### config.mk
export PLATFORM = sky130hd
export DESIGN_NAME = nvm_command_sequencer
export DESIGN_NICKNAME = d
export VERILOG_FILES = /design/src/core/nvm_seq_pkg.sv /design/src/core/nvm_command_sequencer.sv
export SDC_FILE = /design/constraint.sdc
export NUM_CORES = 1
export LEC_CHECK = 0
export BUFFER_PORTS_ARGS = -buffer_cell sky130_fd_sc_hd__buf_2
export CAP_MARGIN = 20
export CORE_MARGIN = 1.5
export CORE_UTILIZATION = 45
export CTS_CLUSTER_DIAMETER = 40
export DETAILED_ROUTE_END_ITERATION = 6
export GPL_TIMING_DRIVEN = 0
export PLACE_DENSITY = 0.69
export SLEW_MARGIN = 40
export SYNTH_ARGS = -nofsm -noshare
export SYNTH_HDL_FRONTEND = slang
export SYNTH_SLANG_ARGS = --single-unit
### constraint.sdc
create_clock -name pclk -period 2.35 [get_ports pclk]
set_input_delay 0.3525 -clock pclk [delete_from_list [all_inputs] [get_ports pclk]]
set_output_delay 0.3525 -clock pclk [all_outputs]
set_load 0.03 [all_outputs]
### src/core/nvm_seq_pkg.sv
package nvm_seq_pkg;

	// register byte offsets inside the register page
	localparam logic [7:0]  DIV_OFS   = 8'h00; // clock divider
	localparam logic [7:0]  CFG_OFS   = 8'h04; // configuration
	localparam logic [7:0]  OPT_OFS   = 8'h08; // option copy
	localparam logic [7:0]  PROT_OFS  = 8'h0c; // protection copy
	localparam logic [7:0]  CMD_OFS   = 8'h10; // command buffer
	localparam logic [7:0]  STAT_OFS  = 8'h14; // status
	// upper address bits of the two windows
	localparam logic [23:0] REG_PAGE  = 24'h00_0000;
	localparam logic [15:0] ARR_PAGE  = 16'h0001;

	// field positions
	localparam int DIV_LOADED_BIT = 7;  // read-only: divider written
	localparam int CFG_PAGE_BIT   = 0;  // eeprom page select
	localparam int OPT_MODE_BIT   = 0;  // eeprom sector mode
	localparam int STAT_CBEF_BIT  = 7;  // command buffer empty
	localparam int STAT_CCF_BIT   = 6;  // command complete
	localparam int STAT_ERR_BIT   = 4;  // access error
	localparam int EE_HALF_LSB    = 2;  // 4-byte half inside a sector
	localparam int EE_SECT_LSB    = 3;  // 8-byte sector boundary

	// reset values
	localparam logic [6:0]  DIV_RST   = 7'h00;
	localparam logic [7:0]  CMD_RST   = 8'h00;

	// command codes
	localparam logic [7:0] CMD_BLANK_CHECK  = 8'h05;
	localparam logic [7:0] CMD_BYTE_PROG    = 8'h20;
	localparam logic [7:0] CMD_BURST_PROG   = 8'h25;
	localparam logic [7:0] CMD_SECTOR_ERASE = 8'h40;
	localparam logic [7:0] CMD_MASS_ERASE   = 8'h41;
	localparam logic [7:0] CMD_ERASE_ABORT  = 8'h47;

	// operation lengths in timing-clock cycles
	localparam int BYTE_TICKS   = 9;
	localparam int BURST_TICKS  = 4;
	localparam int SECTOR_TICKS = 4000;
	localparam int MASS_TICKS   = 20000;
	localparam int ABORT_TICKS  = 4;
	localparam int BLANK_TICKS  = 9;

	// command sequence states
	typedef enum logic [2:0] {
		SEQ_IDLE = 3'b001,
		SEQ_ADDR = 3'b010,
		SEQ_CMD  = 3'b100
	} seq_t;

	// array operation states
	typedef enum logic [2:0] {
		OP_IDLE = 3'b001,
		OP_RUN  = 3'b010,
		OP_HOLD = 3'b100
	} op_t;

	// bus access target
	typedef enum logic [2:0] {
		K_NONE, K_ARRAY, K_DIV, K_CFG, K_OPT, K_PROT, K_CMD, K_STAT
	} kind_t;

	// request handed to the arrays
	typedef struct packed {
		logic [7:0]  code;   // command code
		logic        eeprom; // 1 eeprom array, 0 flash array
		logic [16:0] addr;   // physical byte or sector base
		logic [7:0]  data;   // program data, zero for erase
	} array_req_t;

	// whole sequencer state
	typedef struct packed {
		seq_t        seq;
		op_t         op;
		logic [6:0]  div;
		logic        div_loaded;
		logic        page_sel;
		logic        sector_mode;
		logic [7:0]  protect;
		logic        opt_loaded;
		logic [7:0]  cmd;
		logic [15:0] addr;
		logic [7:0]  data;
		logic        cbef;
		logic        ccf;
		logic        accerr;
		logic [6:0]  prediv;
		logic [15:0] ticks;
		logic        hv;
		logic        burst_run;
		array_req_t  req;
		logic        req_start;
	} seq_state_t;

endpackage : nvm_seq_pkg

### src/core/nvm_command_sequencer.sv
`timescale 1ns/1ps
// Notes on behaviour
// - timing clock is divided bus clock
// - fixed cycle counts per operation
// - array write captures address and data
// - erase and blank check ignore data
// - sector erase takes any sector address
// - flash and eeprom erase independently
// - command write latches code into buffer
// - only six command codes are valid
// - writing one launches buffered command
// - writing zero aborts, sets access error
// - broken sequence refused, memory untouched
// - complete flag set when operation ends
// - burst keeps high voltage between bytes
// - pump on at start, off at end
// - page select picks visible eeprom half
// - split mode: 4-byte halves share addresses
// - split mode erase clears all eight bytes
// - sector mode: whole sectors per page
// - option locations copied after reset
// - divider bit7 status, low bits write-once
module nvm_command_sequencer
	import nvm_seq_pkg::*;
#(
	parameter logic [15:0] EE_TOP       = 16'h0400, // eeprom window size
	parameter int          BYTE_CYC     = BYTE_TICKS,
	parameter int          BURST_CYC    = BURST_TICKS,
	parameter int          SECTOR_CYC   = SECTOR_TICKS,
	parameter int          MASS_CYC     = MASS_TICKS,
	parameter int          ABORT_CYC    = ABORT_TICKS,
	parameter int          BLANK_CYC    = BLANK_TICKS
) (
	// clock and reset
	input  wire logic        pclk,
	input  wire logic        presetn,
	// apb slave
	input  wire logic        psel,
	input  wire logic        penable,
	input  wire logic        pwrite,
	input  wire logic [31:0] paddr,
	input  wire logic [31:0] pwdata,
	output logic      [31:0] prdata,
	output logic             pready,
	output logic             pslverr,
	// nonvolatile option locations
	input  wire logic [7:0]  nv_option_in,
	input  wire logic [7:0]  nv_protect_in,
	// array side
	output array_req_t       array_req,
	output logic             array_req_start,
	output logic             hv_pump_enable
);

	// refuse erase counts over 65535 and zero counts for the other operations
	if (MASS_CYC > 65535 || SECTOR_CYC > 65535 || BYTE_CYC < 1 ||
	    BURST_CYC < 1 || ABORT_CYC < 1 || BLANK_CYC < 1) begin : g_chk
		$error("nvm_command_sequencer: operation count out of range");
	end

	seq_state_t s_q;       // registered state
	seq_state_t s_d;       // next state
	kind_t      acc_kind;  // decoded target of current access
	logic       bus_wr;    // write in access phase
	logic       stat_wr;   // write to status
	logic       launch_req;// one written to buffer empty flag
	logic       abort_ok;  // abort hits a running sector erase
	logic       launch_ok; // launch accepted this cycle
	logic       tick;      // one timing-clock period elapsed
	logic       set_err;   // access error event
	logic       clr_err;   // software clears the error flag

	// map a bus address onto a register or the array window
	function automatic kind_t decode_addr(input logic [31:0] a);
		if (a[31:16] == ARR_PAGE) begin
			decode_addr = K_ARRAY;
		end else if (a[31:8] != REG_PAGE) begin
			decode_addr = K_NONE;
		end else if (a[7:0] == DIV_OFS) begin
			decode_addr = K_DIV;
		end else if (a[7:0] == CFG_OFS) begin
			decode_addr = K_CFG;
		end else if (a[7:0] == OPT_OFS) begin
			decode_addr = K_OPT;
		end else if (a[7:0] == PROT_OFS) begin
			decode_addr = K_PROT;
		end else if (a[7:0] == CMD_OFS) begin
			decode_addr = K_CMD;
		end else if (a[7:0] == STAT_OFS) begin
			decode_addr = K_STAT;
		end else begin
			decode_addr = K_NONE;
		end
	endfunction : decode_addr

	// true for the six accepted codes
	function automatic logic valid_code(input logic [7:0] c);
		valid_code = (c == CMD_BLANK_CHECK) || (c == CMD_BYTE_PROG) ||
		             (c == CMD_BURST_PROG) || (c == CMD_SECTOR_ERASE) ||
		             (c == CMD_MASS_ERASE) || (c == CMD_ERASE_ABORT);
	endfunction : valid_code

	// timing-clock cycles an operation lasts
	function automatic logic [15:0] duration(input logic [7:0] c,
	                                         input logic       held);
		if (c == CMD_BURST_PROG && held) begin
			duration = 16'(BURST_CYC);
		end else if (c == CMD_BYTE_PROG || c == CMD_BURST_PROG) begin
			duration = 16'(BYTE_CYC);
		end else if (c == CMD_SECTOR_ERASE) begin
			duration = 16'(SECTOR_CYC);
		end else if (c == CMD_MASS_ERASE) begin
			duration = 16'(MASS_CYC);
		end else if (c == CMD_ERASE_ABORT) begin
			duration = 16'(ABORT_CYC);
		end else begin
			duration = 16'(BLANK_CYC);
		end
	endfunction : duration

	// build the physical request from the captured write
	function automatic array_req_t build_req(input logic [7:0]  c,
	                                         input logic [15:0] a,
	                                         input logic [7:0]  d,
	                                         input logic        pg,
	                                         input logic        md);
		array_req_t r;
		r.code   = c;
		r.eeprom = (a < EE_TOP);
		if (!r.eeprom) begin
			r.addr = {1'b0, a};
		end else if (!md) begin
			// halves share bus addresses, page picks one
			r.addr = {a[15:EE_HALF_LSB], pg, a[EE_HALF_LSB-1:0]};
		end else begin
			// whole sectors live in one page
			r.addr = {pg, a};
		end
		if (c == CMD_SECTOR_ERASE) begin
			// any byte in the sector names the sector
			r.addr[EE_SECT_LSB-1:0] = 3'h0;
		end else if (c == CMD_MASS_ERASE || c == CMD_BLANK_CHECK) begin
			r.addr = 17'h0_0000;
		end
		if (c == CMD_BYTE_PROG || c == CMD_BURST_PROG) begin
			r.data = d;
		end else begin
			r.data = 8'h00;
		end
		build_req = r;
	endfunction : build_req

	// access decode and launch qualification
	assign acc_kind   = decode_addr(paddr);
	assign bus_wr     = psel & penable & pwrite;
	assign stat_wr    = bus_wr & (acc_kind == K_STAT);
	assign launch_req = stat_wr & pwdata[STAT_CBEF_BIT] &
	                    (s_q.seq == SEQ_CMD);
	assign abort_ok   = (s_q.op == OP_RUN) &
	                    (s_q.req.code == CMD_SECTOR_ERASE) &
	                    (s_q.cmd == CMD_ERASE_ABORT);
	// launch needs divider loaded and no pending error
	assign launch_ok  = launch_req & s_q.div_loaded & ~s_q.accerr &
	                    ((s_q.op != OP_RUN) | abort_ok);
	assign tick       = (s_q.op == OP_RUN) & (s_q.prediv == s_q.div);

	// next-state logic
	always_comb begin
		s_d         = s_q;
		s_d.req_start = 1'b0;
		set_err     = 1'b0;
		clr_err     = 1'b0;
		// copy option locations once after reset release
		if (!s_q.opt_loaded) begin
			s_d.opt_loaded  = 1'b1;
			s_d.sector_mode = nv_option_in[OPT_MODE_BIT];
			s_d.protect     = nv_protect_in;
		end
		// divided timing clock and operation countdown
		if (s_q.op == OP_RUN) begin
			s_d.prediv = tick ? 7'h00 : s_q.prediv + 7'h01;
			if (tick) begin
				if (s_q.ticks == 16'h0001) begin
					s_d.ticks = 16'h0000;
					s_d.ccf   = 1'b1;
					if (s_q.burst_run) begin
						s_d.op = OP_HOLD;
					end else begin
						s_d.op = OP_IDLE;
						s_d.hv = 1'b0;
					end
				end else begin
					s_d.ticks = s_q.ticks - 16'h0001;
				end
			end
		end
		// buffer free again one cycle after acceptance
		if (!s_q.cbef && s_q.seq == SEQ_IDLE) begin
			s_d.cbef = 1'b1;
		end
		// register and array writes
		if (bus_wr) begin
			case (acc_kind)
				K_ARRAY: begin
					if (s_q.seq == SEQ_IDLE && !s_q.accerr) begin
						s_d.addr = paddr[15:0];
						s_d.data = pwdata[7:0];
						s_d.seq  = SEQ_ADDR;
					end else begin
						set_err = 1'b1;
					end
				end
				K_DIV: begin
					if (!s_q.div_loaded) begin
						s_d.div        = pwdata[6:0];
						s_d.div_loaded = 1'b1;
					end
				end
				K_CFG: begin
					s_d.page_sel = pwdata[CFG_PAGE_BIT];
				end
				K_CMD: begin
					if (s_q.seq == SEQ_ADDR && valid_code(pwdata[7:0])) begin
						s_d.cmd = pwdata[7:0];
						s_d.seq = SEQ_CMD;
					end else begin
						set_err = 1'b1;
					end
				end
				K_STAT: begin
					clr_err = pwdata[STAT_ERR_BIT];
					if (!pwdata[STAT_CBEF_BIT] && s_q.seq != SEQ_IDLE) begin
						set_err = 1'b1;
					end else if (launch_req && !launch_ok) begin
						set_err = 1'b1;
					end
				end
				default: begin
					// option copies and unmapped: no effect
				end
			endcase
		end
		// accepted launch starts or retimes an operation
		if (launch_ok) begin
			s_d.cbef      = 1'b0;
			s_d.ccf       = 1'b0;
			s_d.seq       = SEQ_IDLE;
			s_d.op        = OP_RUN;
			s_d.hv        = 1'b1;
			s_d.prediv    = 7'h00;
			s_d.ticks     = duration(s_q.cmd, s_q.op == OP_HOLD);
			s_d.burst_run = (s_q.cmd == CMD_BURST_PROG);
			s_d.req       = build_req(s_q.cmd, s_q.addr, s_q.data,
			                          s_q.page_sel, s_q.sector_mode);
			s_d.req_start = 1'b1;
		end
		// an error drops the partial sequence and any held voltage
		if (set_err) begin
			s_d.seq = SEQ_IDLE;
			if (s_q.op == OP_HOLD) begin
				s_d.op = OP_IDLE;
				s_d.hv = 1'b0;
			end
		end
		// sticky error, the set wins over a clear
		s_d.accerr = set_err | (s_q.accerr & ~clr_err);
	end

	// state register
	always_ff @(posedge pclk or negedge presetn) begin
		if (!presetn) begin
			s_q             <= '0;
			s_q.seq         <= SEQ_IDLE;
			s_q.op          <= OP_IDLE;
			s_q.div         <= DIV_RST;
			s_q.cmd         <= CMD_RST;
			s_q.cbef        <= 1'b1;
			s_q.ccf         <= 1'b1;
		end else begin
			s_q <= s_d;
		end
	end

	// read mux, registers sit in the low byte
	always_comb begin
		prdata = 32'h0000_0000;
		if (acc_kind == K_DIV) begin
			prdata[7:0] = {s_q.div_loaded, s_q.div};
		end else if (acc_kind == K_CFG) begin
			prdata[CFG_PAGE_BIT] = s_q.page_sel;
		end else if (acc_kind == K_OPT) begin
			prdata[OPT_MODE_BIT] = s_q.sector_mode;
		end else if (acc_kind == K_PROT) begin
			prdata[7:0] = s_q.protect;
		end else if (acc_kind == K_CMD) begin
			prdata[7:0] = s_q.cmd;
		end else if (acc_kind == K_STAT) begin
			prdata[STAT_CBEF_BIT] = s_q.cbef;
			prdata[STAT_CCF_BIT]  = s_q.ccf;
			prdata[STAT_ERR_BIT]  = s_q.accerr;
		end
	end

	// zero-wait slave, error only on unmapped addresses
	assign pready          = 1'b1;
	assign pslverr         = psel & penable & (acc_kind == K_NONE);
	assign array_req       = s_q.req;
	assign array_req_start = s_q.req_start;
	assign hv_pump_enable  = s_q.hv;
endmodule : nvm_command_sequencer

==> flow_summary_export.csv, run 1 <==
group,metric,value,unit
synthesis,synth_top_family_by_area,"simple AND/OR/NAND/NOR gates",
run,max_cap_viol_count,0,
drt,ant_nets,0,
power,powerDensity,643.8,nW/um^2
final_layout,area_delta_synth_final,29.89,%
worst_setup_path,required,2.00,ns
drt,vias_per_cell,5.349,
outcome,status,"finished with violations",
synthesis,synth_edf_count,0,
floorplanning,die_area,14590,um^2
clock_tree,numCtsBuffers,17,
worst_hold_path,holdPathEnd,"s_q[103]",
worst_setup_path,crit_type,"in -> out",
place,gp_congestion,0.9082,
synthesis,synthAdderAreaFrac,0.006011,
global_route,grt_max_degree,64,
outcome,violations,"setup timing",
synthesis,synth_top_cell_by_area,"dfrtp_1",
timing,fin_crit,2.531,ns
synthesis,postSynthAreaPerCell,10.09,um^2
final_layout,fin_util,0.6053,
global_route,grt_pass1_wl,24540,um
place,dpl.hpwl,11270,um
clock_tree,cts-root-buf,"clkbuf_16",
worst_setup_path,crit_start,"paddr[15]",
final_layout,finalNetCount,862,
drt,dr.pass1.iters,7,
synthesis,synthMuxAreaShare,0.1082,
place,port-buffer-count,98,
final_layout,drive_gt1_frac,0.3964,
timing,worst_pin_slew,0.6466,ns
worst_setup_path,rr_endpoint,"s_q[37]",
synthesis,synth_most_common_cell,"dfrtp_1",
floorplanning,ioPinCount,155,
final_layout,antenna_cells,0,
drt,routed_wl,15630,um
worst_setup_path,cp_data_arrival_time,2.18,ns
drt,wl_per_cell,16.23,um
global_route,first_global_vias,4921,
timing,period_share,1.077,
synthesis,synth_top_area_frac,0.4648,
worst_setup_path,reg2reg_slack,0.05,ns
timing,relSlewSlack,0.5689,
floorplanning,die_w,120.8,um
clock_tree,cts_tree,"built",
clock_tree,cts.htree.levels,4,
timing,setup_ws,-0.1806,ns
synthesis,ys_types,61,
clock_tree,clkTransAtPathRegs,0.05,ns
synthesis,ys.flop_type,"dfrtp_1",
timing,fin_skew,0.008175,ns
clock_tree,clk_path_buf_depth,2,
timing,hold_violations,0,
worst_hold_path,hold_class,"in -> reg",
floorplanning,coreArea,13400,um^2
synthesis,ys_seq_area_frac,0.4817,
synthesis,synth_simple_gate_area_share,0.2052,
power,leakagePower,4.132,nW
timing,rsz0062_at_grt,"yes",
worst_setup_path,reg2reg_from,"s_q[88]",
synthesis,async_reset_ff_frac,1.000,
synthesis,syn_area,6245,um^2
global_route,grt.overflow.total,0,
synthesis,synthTopCellsByArea,"dfrtp_1, mux2_2, buf_4",
synthesis,synth_cells,619,
floorplanning,row_count,42,
timing,fmax,0.3952,GHz
worst_hold_path,min_from,"nv_protect_in[7]",
synthesis,ys_seq_elements,120,
power,finalPower,5.222,mW
synthesis,synth_compound_area_frac,0.09397,
worst_setup_path,start_kind,"input port",
synthesis,synthXorXnorAreaFrac,0.01403,
floorplanning,die_h,120.8,um
synthesis,yosys-top-cells-count,"dfrtp_1, nand2_1, buf_4, mux2_2, nor2_1",
drt,vias,5151,
clock_tree,clock-sinks,120,
clock_tree,clk-insertion-delay-late,0.41,ns
worst_setup_path,r2r_cells,7,
worst_setup_path,critPathCaptureType,"primary output",
timing,setup_violations,3,
timing,slew_viol_final,0,
global_route,grt_antenna_before_repair,0,
floorplanning,start_util,0.4660,
worst_hold_path,min_path_cells,2,
final_layout,n_fill_cell,1107,
global_route,grtUsageTotal,0.2148,
drt,remaining_drc_errors,0,
drt,drt_first_iter_violations,456,
power,vdd_drop_max,0.4576,mV
synthesis,ys_warn_count,0,
worst_setup_path,path_max_fanout,4,
what timing repair did:
action,in CTS,in global routing
endpoints found under the hold margin,56,0
setup buffers,4,9
setup endpoints to repair,65,65
pin swaps,5,11
hold buffers,1,0
cloned,0,0
resized for setup,17,55
metal layers:
metal | up-vias | GRT usage | routed length (um)
met5 | - | 0 | 0
met4 | 0 | 0.06324 | 152
met3 | 15 | 0.05708 | 969
met2 | 164 | 0.3430 | 7723
met1 | 2536 | 0.2878 | 6784
li1 | 2436 | - | -
sequential cells by signal (all words and copies together) (netlist names):
register	flops
array_req	34
s_q	84
array_req_start	1
hv_pump_enable	1
where the power goes:
part / switching [mW] / internal (mW) / total (mW)
Combinational: 0.169 / 0.103 / 0.273
Clock: 0.890 / 1.96 / 2.85
Sequential: 0.0121 / 2.09 / 2.10
cell families (layout without fill, tap and decap cells):
kind of cell | count (synthesis) | after routing
other cells | 2 | 26
simple gates | 251 | 251
mux | 60 | 60
flops | 120 | 120
compound gates | 87 | 87
fa+ha+maj | 3 | 3
xor+xnor | 10 | 10
buf+inv | 86 | 230
final cells by class:
class                      count  area, um^2  share of cell area
buffer                        77       540.5             0.06664
clock inverter                 8       167.7             0.02067
inverter                       8       30.03            0.003702
tap                          176       220.2             0.02715
timing repair buffer         113       705.7             0.08700
multi-input combinational    437        2957              0.3645
sequential                   120        3009              0.3710
clock buffer                  24       481.7             0.05939
metrics by stage:
stage / cell area (um^2) / worst slack (ns) / std cells / setup TNS (ns) / hold WS (ns)
5_1_grt: 8112 / -0.2245 / 963 / -0.9684 / 0.1645
4_1_cts: 7838 / -0.1805 / 954 / -0.7365 / 0.1588
2_1_floorplan: 6335 / 0.08648 / 643 / 0 / 0.05691
3_5_place_dp: 7083 / -0.5767 / 918 / -30.59 / 0.3160
6_report: 8112 / -0.1806 / 963 / -0.1943 / 0.1667
3_3_place_gp: 7046 / -0.5774 / 917 / -88.63 / 0.4548
worst max-delay path: stages:
cell and delay (ns):
buf_6 0.10, nor4_4 0.33, nand4_1 0.15, buf_6 0.16, nor2_4 0.11, nand3b_1 0.13
or4_1 0.45, a32o_1 0.24, buf_6 0.14
placed cells by master, fill, tap and decap left out, types with 4 or more instances in the layout:
master | Yosys | layout
a21oi_1 | 16 | 15
a222oi_1 | 7 | 7
a22o_1 | 6 | 6
a31oi_1 | 5 | 5
and2_1 | 6 | 6
and3_1 | 7 | 7
buf_2 | 10 | 94
buf_4 | 60 | 72
buf_6 | 0 | 13
bufinv_16 | 0 | 5
clkbuf_1 | 8 | 9
clkbuf_16 | 0 | 17
conb_1 | 2 | 26
dfrtp_1 | 116 | 115
dfstp_2 | 4 | 4
inv_1 | 8 | 8
mux2_2 | 60 | 60
nand2_1 | 92 | 92
nand2b_1 | 6 | 6
nand3_1 | 29 | 29
nand3b_1 | 4 | 4
nand4_1 | 10 | 10
nand4b_1 | 5 | 5
nor2_1 | 42 | 37
nor2_2 | 1 | 4
nor2b_1 | 4 | 4
nor3_1 | 9 | 8
nor4_4 | 0 | 7
o21ai_0 | 28 | 28
xor2_1 | 7 | 7
worst max-delay path by stage:
stage               slack, ns  depth (start not counted)         to
finish                  -0.18                          9  prdata[0]
global route            -0.22                          9  prdata[0]
CTS                     -0.18                          9  prdata[0]
detailed placement      -0.58                          9  prdata[3]
global placement        -0.58                          9  prdata[3]
floorplan                0.09                          6  prdata[0]
No activity file was read; power rests on OpenSTA's default activity.
==> inputs of run 2 (changes only) <==
--- a/config.mk
+++ b/config.mk
@@ -5,6 +5,7 @@
 export SDC_FILE = /design/constraint.sdc
 export NUM_CORES = 1
 export LEC_CHECK = 0
+export ABC_AREA = 1
 export BUFFER_PORTS_ARGS = -buffer_cell sky130_fd_sc_hd__buf_2
 export CAP_MARGIN = 20
 export CORE_MARGIN = 1.5
@@ -12,7 +13,7 @@
 export CTS_CLUSTER_DIAMETER = 40
 export DETAILED_ROUTE_END_ITERATION = 6
 export GPL_TIMING_DRIVEN = 0
-export PLACE_DENSITY = 0.69
+export PLACE_DENSITY = 0.68
 export SLEW_MARGIN = 40
 export SYNTH_ARGS = -nofsm -noshare
 export SYNTH_HDL_FRONTEND = slang
==> run 2 against run 1 <==
The run ends with DRC, setup timing left. Area after synthesis grew 8.9%. Combinational power grew 9.5%. Synthesized cell count grew 39%. Power shrank 8.2%.
==> flow_summary_export.csv, run 2 <==
group,metric,value,unit
outcome,status,"finished with violations",
outcome,violations,"DRC, setup timing",
final_layout,drive_gt1_frac,0.2928,
synthesis,ys_seq_area_frac,0.4422,
worst_setup_path,critPathCaptureType,"primary output",
timing,fin_skew,0.01025,ns
place,dpl.hpwl,12610,um
timing,relSlewSlack,0.5671,
floorplanning,start_util,0.4645,
worst_setup_path,reg2reg_from,"s_q[116]",
synthesis,synthAdderAreaFrac,0.005519,
synthesis,synthMuxAreaShare,0.02962,
power,powerDensity,556.1,nW/um^2
final_layout,largest_reg_flops,84,
worst_setup_path,path_buf_inv,3,
final_layout,antenna_cells,0,
timing,hold_violations,0,
synthesis,syn_area,6802,um^2
run,max_cap_viol_count,0,
worst_setup_path,required,2.00,ns
final_layout,n_fill_cell,1362,
synthesis,synth_top_cell_by_area,"dfrtp_1",
worst_setup_path,cp_top_family,"simple AND/OR/NAND/NOR gates",
final_layout,area_delta_synth_final,26.67,%
synthesis,synth_most_common_cell,"nand2_1",
clock_tree,clk_path_buf_depth,2,
worst_setup_path,crit_chain,"buf_8, nor2_4, nand2_2, nor2_4, nand2_2, nor2_4, nand2_4, nor2_4, nand2_2, buf_6, o211ai_1, a22o_1, buf_6",
worst_setup_path,rr_endpoint,"array_req[22]",
synthesis,async_reset_ff_frac,1.000,
timing,period_share,1.028,
synthesis,synthTopCellsByArea,"dfrtp_1, nand2_1, buf_4",
worst_setup_path,reg2reg_slack,0.17,ns
floorplanning,die_w,125.9,um
clock_tree,numCtsBuffers,17,
synthesis,synth_simple_gate_area_share,0.2553,
worst_hold_path,hold_class,"in -> reg",
synthesis,synth_cells,859,
worst_setup_path,critPathMostFrequentCell,"nor2_4",
synthesis,ys_warn_count,0,
power,vdd_drop_max,0.4648,mV
global_route,grt_pass1_wl,27630,um
drt,remaining_drc_errors,2,
drt,drt_first_iter_violations,473,
clock_tree,cts.htree.levels,4,
place,port-buffer-count,98,
worst_setup_path,path_max_fanout,5,
drt,routed_wl,17140,um
final_layout,design_area,8616,um^2
floorplanning,row_count,44,
floorplanning,die_h,125.9,um
synthesis,synth_top_area_frac,0.4268,
timing,setup_ws,-0.06481,ns
worst_setup_path,crit_type,"in -> out",
clock_tree,cts_tree,"built",
clock_tree,clkTransAtPathRegs,0.05,ns
floorplanning,coreArea,14640,um^2
drt,vias,6034,
worst_setup_path,critPathMaxStageDelay,0.21,ns
worst_hold_path,min_from,"nv_protect_in[5]",
drt,ant_nets,0,
power,leakagePower,4.495,nW
synthesis,ys_types,43,
global_route,grtUsageTotal,0.2229,
place,dpl_cell_area,7650,um^2
timing,whs,0.1657,ns
global_route,grt.overflow.total,0,
synthesis,synth_compound_area_frac,0.1032,
clock_tree,clk-insertion-delay-late,0.42,ns
worst_hold_path,min_path_cells,2,
place,gp_congestion,0.8873,
timing,rsz0062_at_grt,"yes",
timing,fin_crit,2.415,ns
floorplanning,ioPinCount,155,
synthesis,synth_edf_count,0,
timing,fmax,0.4141,GHz
synthesis,ys.flop_type,"dfrtp_1",
final_layout,largest-register,"s_q",
floorplanning,die_area,15860,um^2
worst_setup_path,cp_data_arrival_time,2.06,ns
final_layout,finalNetCount,1103,
synthesis,yosys-top-cells-count,"nand2_1, dfrtp_1, inv_1",
synthesis,synthXorXnorAreaFrac,0.02189,
global_route,grt_max_degree,65,
clock_tree,clock-sinks,120,
synthesis,ys_seq_elements,120,
synthesis,postSynthAreaPerCell,7.918,um^2
worst_hold_path,holdPathEnd,"s_q[101]",
timing,worst_pin_slew,0.6493,ns
global_route,first_global_vias,5568,
drt,vias_per_cell,4.979,
global_route,grt_antenna_before_repair,0,
final_layout,layout_common_cells,"nand2_1, dfrtp_1, inv_1",
final_layout,mostFrequentLayoutCell,"nand2_1",
clock_tree,cts-root-buf,"clkbuf_16",
worst_setup_path,start_kind,"input port",
timing,setup_violations,4,
synthesis,synth_top_family_by_area,"simple AND/OR/NAND/NOR gates",
drt,wl_per_cell,14.15,um
final_layout,fin_util,0.5883,
timing,slew_viol_final,0,
worst_setup_path,r2r_cells,7,
worst_setup_path,crit_slowest_cell,"a22o_1",
drt,dr.pass1.iters,7,
-- run 2: cell types whose count changed after synthesis, moves of 18 or more --
| cell | delta |
|---|---|
| o21ai_0 | +20 |
| inv_1 | +94 |
| nor2_1 | +36 |
| mux2_2 | -43 |
| nor3_1 | +18 |
| o21ai_1 | +29 |
| nand2_1 | +103 |
-- run 2: how the worst max path moves through the flow --
stage               startpoint         to  slack (ns)  cells after the start
global route         paddr[15]  prdata[6]       -0.14                     13
finish               paddr[15]  prdata[6]       -0.06                     13
detailed placement   paddr[13]  prdata[0]       -0.53                     15
global placement       presetn    s_q[49]       -0.65                      1
floorplan            paddr[31]  prdata[0]        0.08                      9
CTS                   paddr[8]  prdata[6]       -0.07                     13
-- run 2: cell families after synthesis --
logic type,count (synthesis)
buf+inv,187
xor+xnor,17
mux,18
other cells,2
compound gates,123
simple gates,389
flops,120
fa+ha+maj,3
-- run 2: metrics by stage --
step	TNS (ns)	worst slack (ns)	power (mW)	std cells
4_1_cts	-0.1647	-0.06685	4.816	1205
2_1_floorplan	0	0.08272	2.282	883
6_report	-0.08995	-0.06481	4.791	1212
3_3_place_gp	-89.52	-0.6466	2.396	1165
5_1_grt	-0.6036	-0.1364	4.950	1212
3_5_place_dp	-20.01	-0.5311	2.406	1166
-- run 2: layout make-up --
type / count / area (um^2) / area share
Buffer: 80 / 573.1 / 0.06651
Clock buffer: 29 / 500.5 / 0.05809
Clock inverter: 3 / 40.04 / 0.004647
Inverter: 107 / 404.1 / 0.04691
Multi-Input combinational cell: 576 / 3132 / 0.3635
Sequential cell: 120 / 3008 / 0.3491
Tap cell: 184 / 230.2 / 0.02672
Timing Repair Buffer: 113 / 728.2 / 0.08452
-- run 2: timing repair --
| action | in CTS | in global routing |
|---|---|---|
| hold endpoints to repair | 56 | 0 |
| setup buffers | 5 | 7 |
| hold buffers | 1 | 0 |
| pin swaps | 18 | 26 |
| resized for setup | 53 | 46 |
| endpoints found under the setup margin | 30 | 74 |
| gates cloned | 1 | 0 |
-- run 2: report_power, final --
part           total, mW  switching, mW  internal (mW)
combinational      0.299          0.185          0.115
clock               2.39          0.862           1.53
sequential          2.10         0.0107           2.09
-- run 2: layer usage --
layer | GRT usage | part of all wire | up-vias
li1 | - | - | 3042
met1 | 0.3137 | 0.47 | 2758
met2 | 0.3400 | 0.45 | 206
met3 | 0.04885 | 0.056 | 28
met4 | 0.08114 | 0.023 | 0
met5 | 0 | 0 | -
==> inputs of run 3 (changes only) <==
--- a/config.mk
+++ b/config.mk
@@ -9,11 +9,10 @@
 export BUFFER_PORTS_ARGS = -buffer_cell sky130_fd_sc_hd__buf_2
 export CAP_MARGIN = 20
 export CORE_MARGIN = 1.5
-export CORE_UTILIZATION = 45
+export CORE_UTILIZATION = 30
 export CTS_CLUSTER_DIAMETER = 40
 export DETAILED_ROUTE_END_ITERATION = 6
-export GPL_TIMING_DRIVEN = 0
-export PLACE_DENSITY = 0.68
+export PLACE_DENSITY_LB_ADDON = 0.08
 export SLEW_MARGIN = 40
 export SYNTH_ARGS = -nofsm -noshare
 export SYNTH_HDL_FRONTEND = slang
==> run 3 against run 2 <==
The flow now finishes without violations. Critical path depth is 2 higher. Sequential share of layout area shrank 0.16 points. Final cell count rose by 5.8%. Highest routed layer unchanged.
==> flow_summary_export.csv, run 3 (synthesis gave the netlist of run 2 again) <==
group,metric,value,unit
clock_tree,clock-sinks,120,
final_layout,largest-register,"s_q",
timing,fmax,0.4263,GHz
final_layout,layout_common_cells,"nand2_1, dfrtp_1, inv_1",
place,dpl.hpwl,14000,um
global_route,grt_pass1_wl,29930,um
worst_setup_path,critPathMaxStageDelay,0.20,ns
floorplanning,die_w,153.6,um
timing,slew_viol_final,0,
worst_hold_path,hold_class,"in -> reg",
worst_setup_path,critPathCaptureType,"primary output",
drt,wl_per_cell,14.26,um
worst_setup_path,critPathMostFrequentCell,"buf_6",
final_layout,finalNetCount,1079,
place,gp_congestion,0.8196,
timing,fin_crit,2.346,ns
drt,remaining_drc_errors,0,
timing,rsz0062_at_grt,"yes",
power,leakagePower,4.456,nW
run,max_cap_viol_count,0,
final_layout,mostFrequentLayoutCell,"nand2_1",
worst_setup_path,crit_type,"in -> out",
timing,period_share,0.9982,
global_route,grtUsageTotal,0.1619,
worst_setup_path,crit_chain,"buf_6, nor2_4, nand2_2, nor2_4, buf_6, nand2_4, nor2_4, buf_6, nand4_1, nor2_4, buf_6, nand2_2, o211ai_1, a22o_1, buf_6",
final_layout,antenna_cells,0,
power,powerDensity,599.3,nW/um^2
timing,hold_violations,0,
clock_tree,cts-root-buf,"clkbuf_16",
floorplanning,start_util,0.3088,
clock_tree,cts_tree,"built",
global_route,grt_antenna_before_repair,0,
floorplanning,die_area,23580,um^2
timing,setup_ws,0.004292,ns
worst_setup_path,path_max_fanout,3,
drt,ant_nets,0,
timing,whs,0.1647,ns
drt,vias_per_cell,4.537,
outcome,status,"completed",
final_layout,largest_reg_flops,84,
worst_setup_path,cp_data_arrival_time,1.99,ns
drt,drt_first_iter_violations,274,
drt,dr.pass1.iters,5,
clock_tree,cts.htree.levels,4,
floorplanning,die_h,153.6,um
place,port-buffer-count,98,
worst_setup_path,required,2.00,ns
final_layout,drive_gt1_frac,0.2725,
global_route,first_global_vias,5731,
global_route,grt_max_degree,42,
final_layout,n_fill_cell,2313,
final_layout,fin_util,0.3930,
drt,routed_wl,18290,um
clock_tree,clkTransAtPathRegs,0.05,ns
place,pre_cts_ws,-0.3486,ns
global_route,grt.overflow.total,0,
clock_tree,clk_path_buf_depth,2,
floorplanning,row_count,54,
floorplanning,ioPinCount,155,
worst_setup_path,crit_slowest_cell,"a22o_1",
timing,setup_violations,0,
power,vdd_drop_max,0.4137,mV
clock_tree,numCtsBuffers,17,
drt,vias,5817,
worst_hold_path,min_path_cells,2,
timing,fin_skew,0.01257,ns
final_layout,area_delta_synth_final,27.26,%
worst_setup_path,start_kind,"input port",
clock_tree,clk-insertion-delay-late,0.42,ns
power,finalPower,5.187,mW
floorplanning,coreArea,22030,um^2
worst_setup_path,r2r_cells,11,
## run 3: cell types whose count changed in the layout (fill, tap and decap cells not counted), sizes merged
cell | previous run | this run
clkinv | 3 | 5
inv | 106 | 105
clkbuf | 41 | 22
bufinv | 1 | 4
clkinvlp | 0 | 1
buf | 180 | 168
## run 3: layout make-up
class,instances,area (um^2),share of cell area
Clock buffer,22,494.2,0.05710
Clock inverter,8,142.6,0.01648
Inverter,107,401.6,0.04640
Multi-Input combinational cell,576,3067,0.3543
Sequential cell,120,3008,0.3475
Tap cell,280,350.3,0.04047
Timing Repair Buffer,169,1192,0.1378
## run 3: critical path, delay by kind of cell
kind,cells,cell delay (ns)
AO/OA/AOI/OAI,2,0.29
buffers and inverters,5,0.59
AND/OR/NAND/NOR,8,0.76
## run 3: repair_timing
item | 4_1_cts | 5_1_grt
setup endpoints to repair | 8 | 8
resized for setup | 47 | 22
setup buffers | 2 | 3
hold buffers | 1 | 0
hold endpoints to repair | 19 | 0
pin swaps | 15 | 14
## run 3: power by group
part / total, mW / internal, mW / switching, mW / leakage (nW)
logic: 0.278 / 0.101 / 0.177 / 2.56
clock network: 2.81 / 1.90 / 0.914 / 0.314
registers: 2.10 / 2.08 / 0.0132 / 1.58
total: 5.19 / 4.08 / 1.10 / 4.46
## run 3: layer usage
| metal | share of wire | GRT usage |
|---|---|---|
| met3 | 0.038 | 0.02678 |
| met2 | 0.44 | 0.2489 |
| met1 | 0.51 | 0.2320 |
| met5 | 0 | 0 |
| met4 | 0.012 | 0.05132 |
## run 3: stage by stage
stage               std cells  cell area (um^2)  TNS (ns)
floorplan                 883              6892         0
CTS                      1279              8556   -0.3002
finish                   1282              8656         0
detailed placement       1246              7727    -13.44
global placement         1246              7727    -12.50
global route             1282              8656   -0.6338
## run 3: final timing paths
kind | slack [ns] | startpoint | end
hold reg to reg | 0.48 | array_req[16] | array_req[16]
max in group asynchronous | 1.28 | presetn | s_q[117]
hold / removal | 0.16 | nv_protect_in[1] | s_q[97]
setup reg to reg | 0.24 | s_q[91] | array_req[9]
min in group asynchronous | 0.39 | presetn | array_req[21]
setup / recovery | 0.004 | paddr[15] | prdata[6]
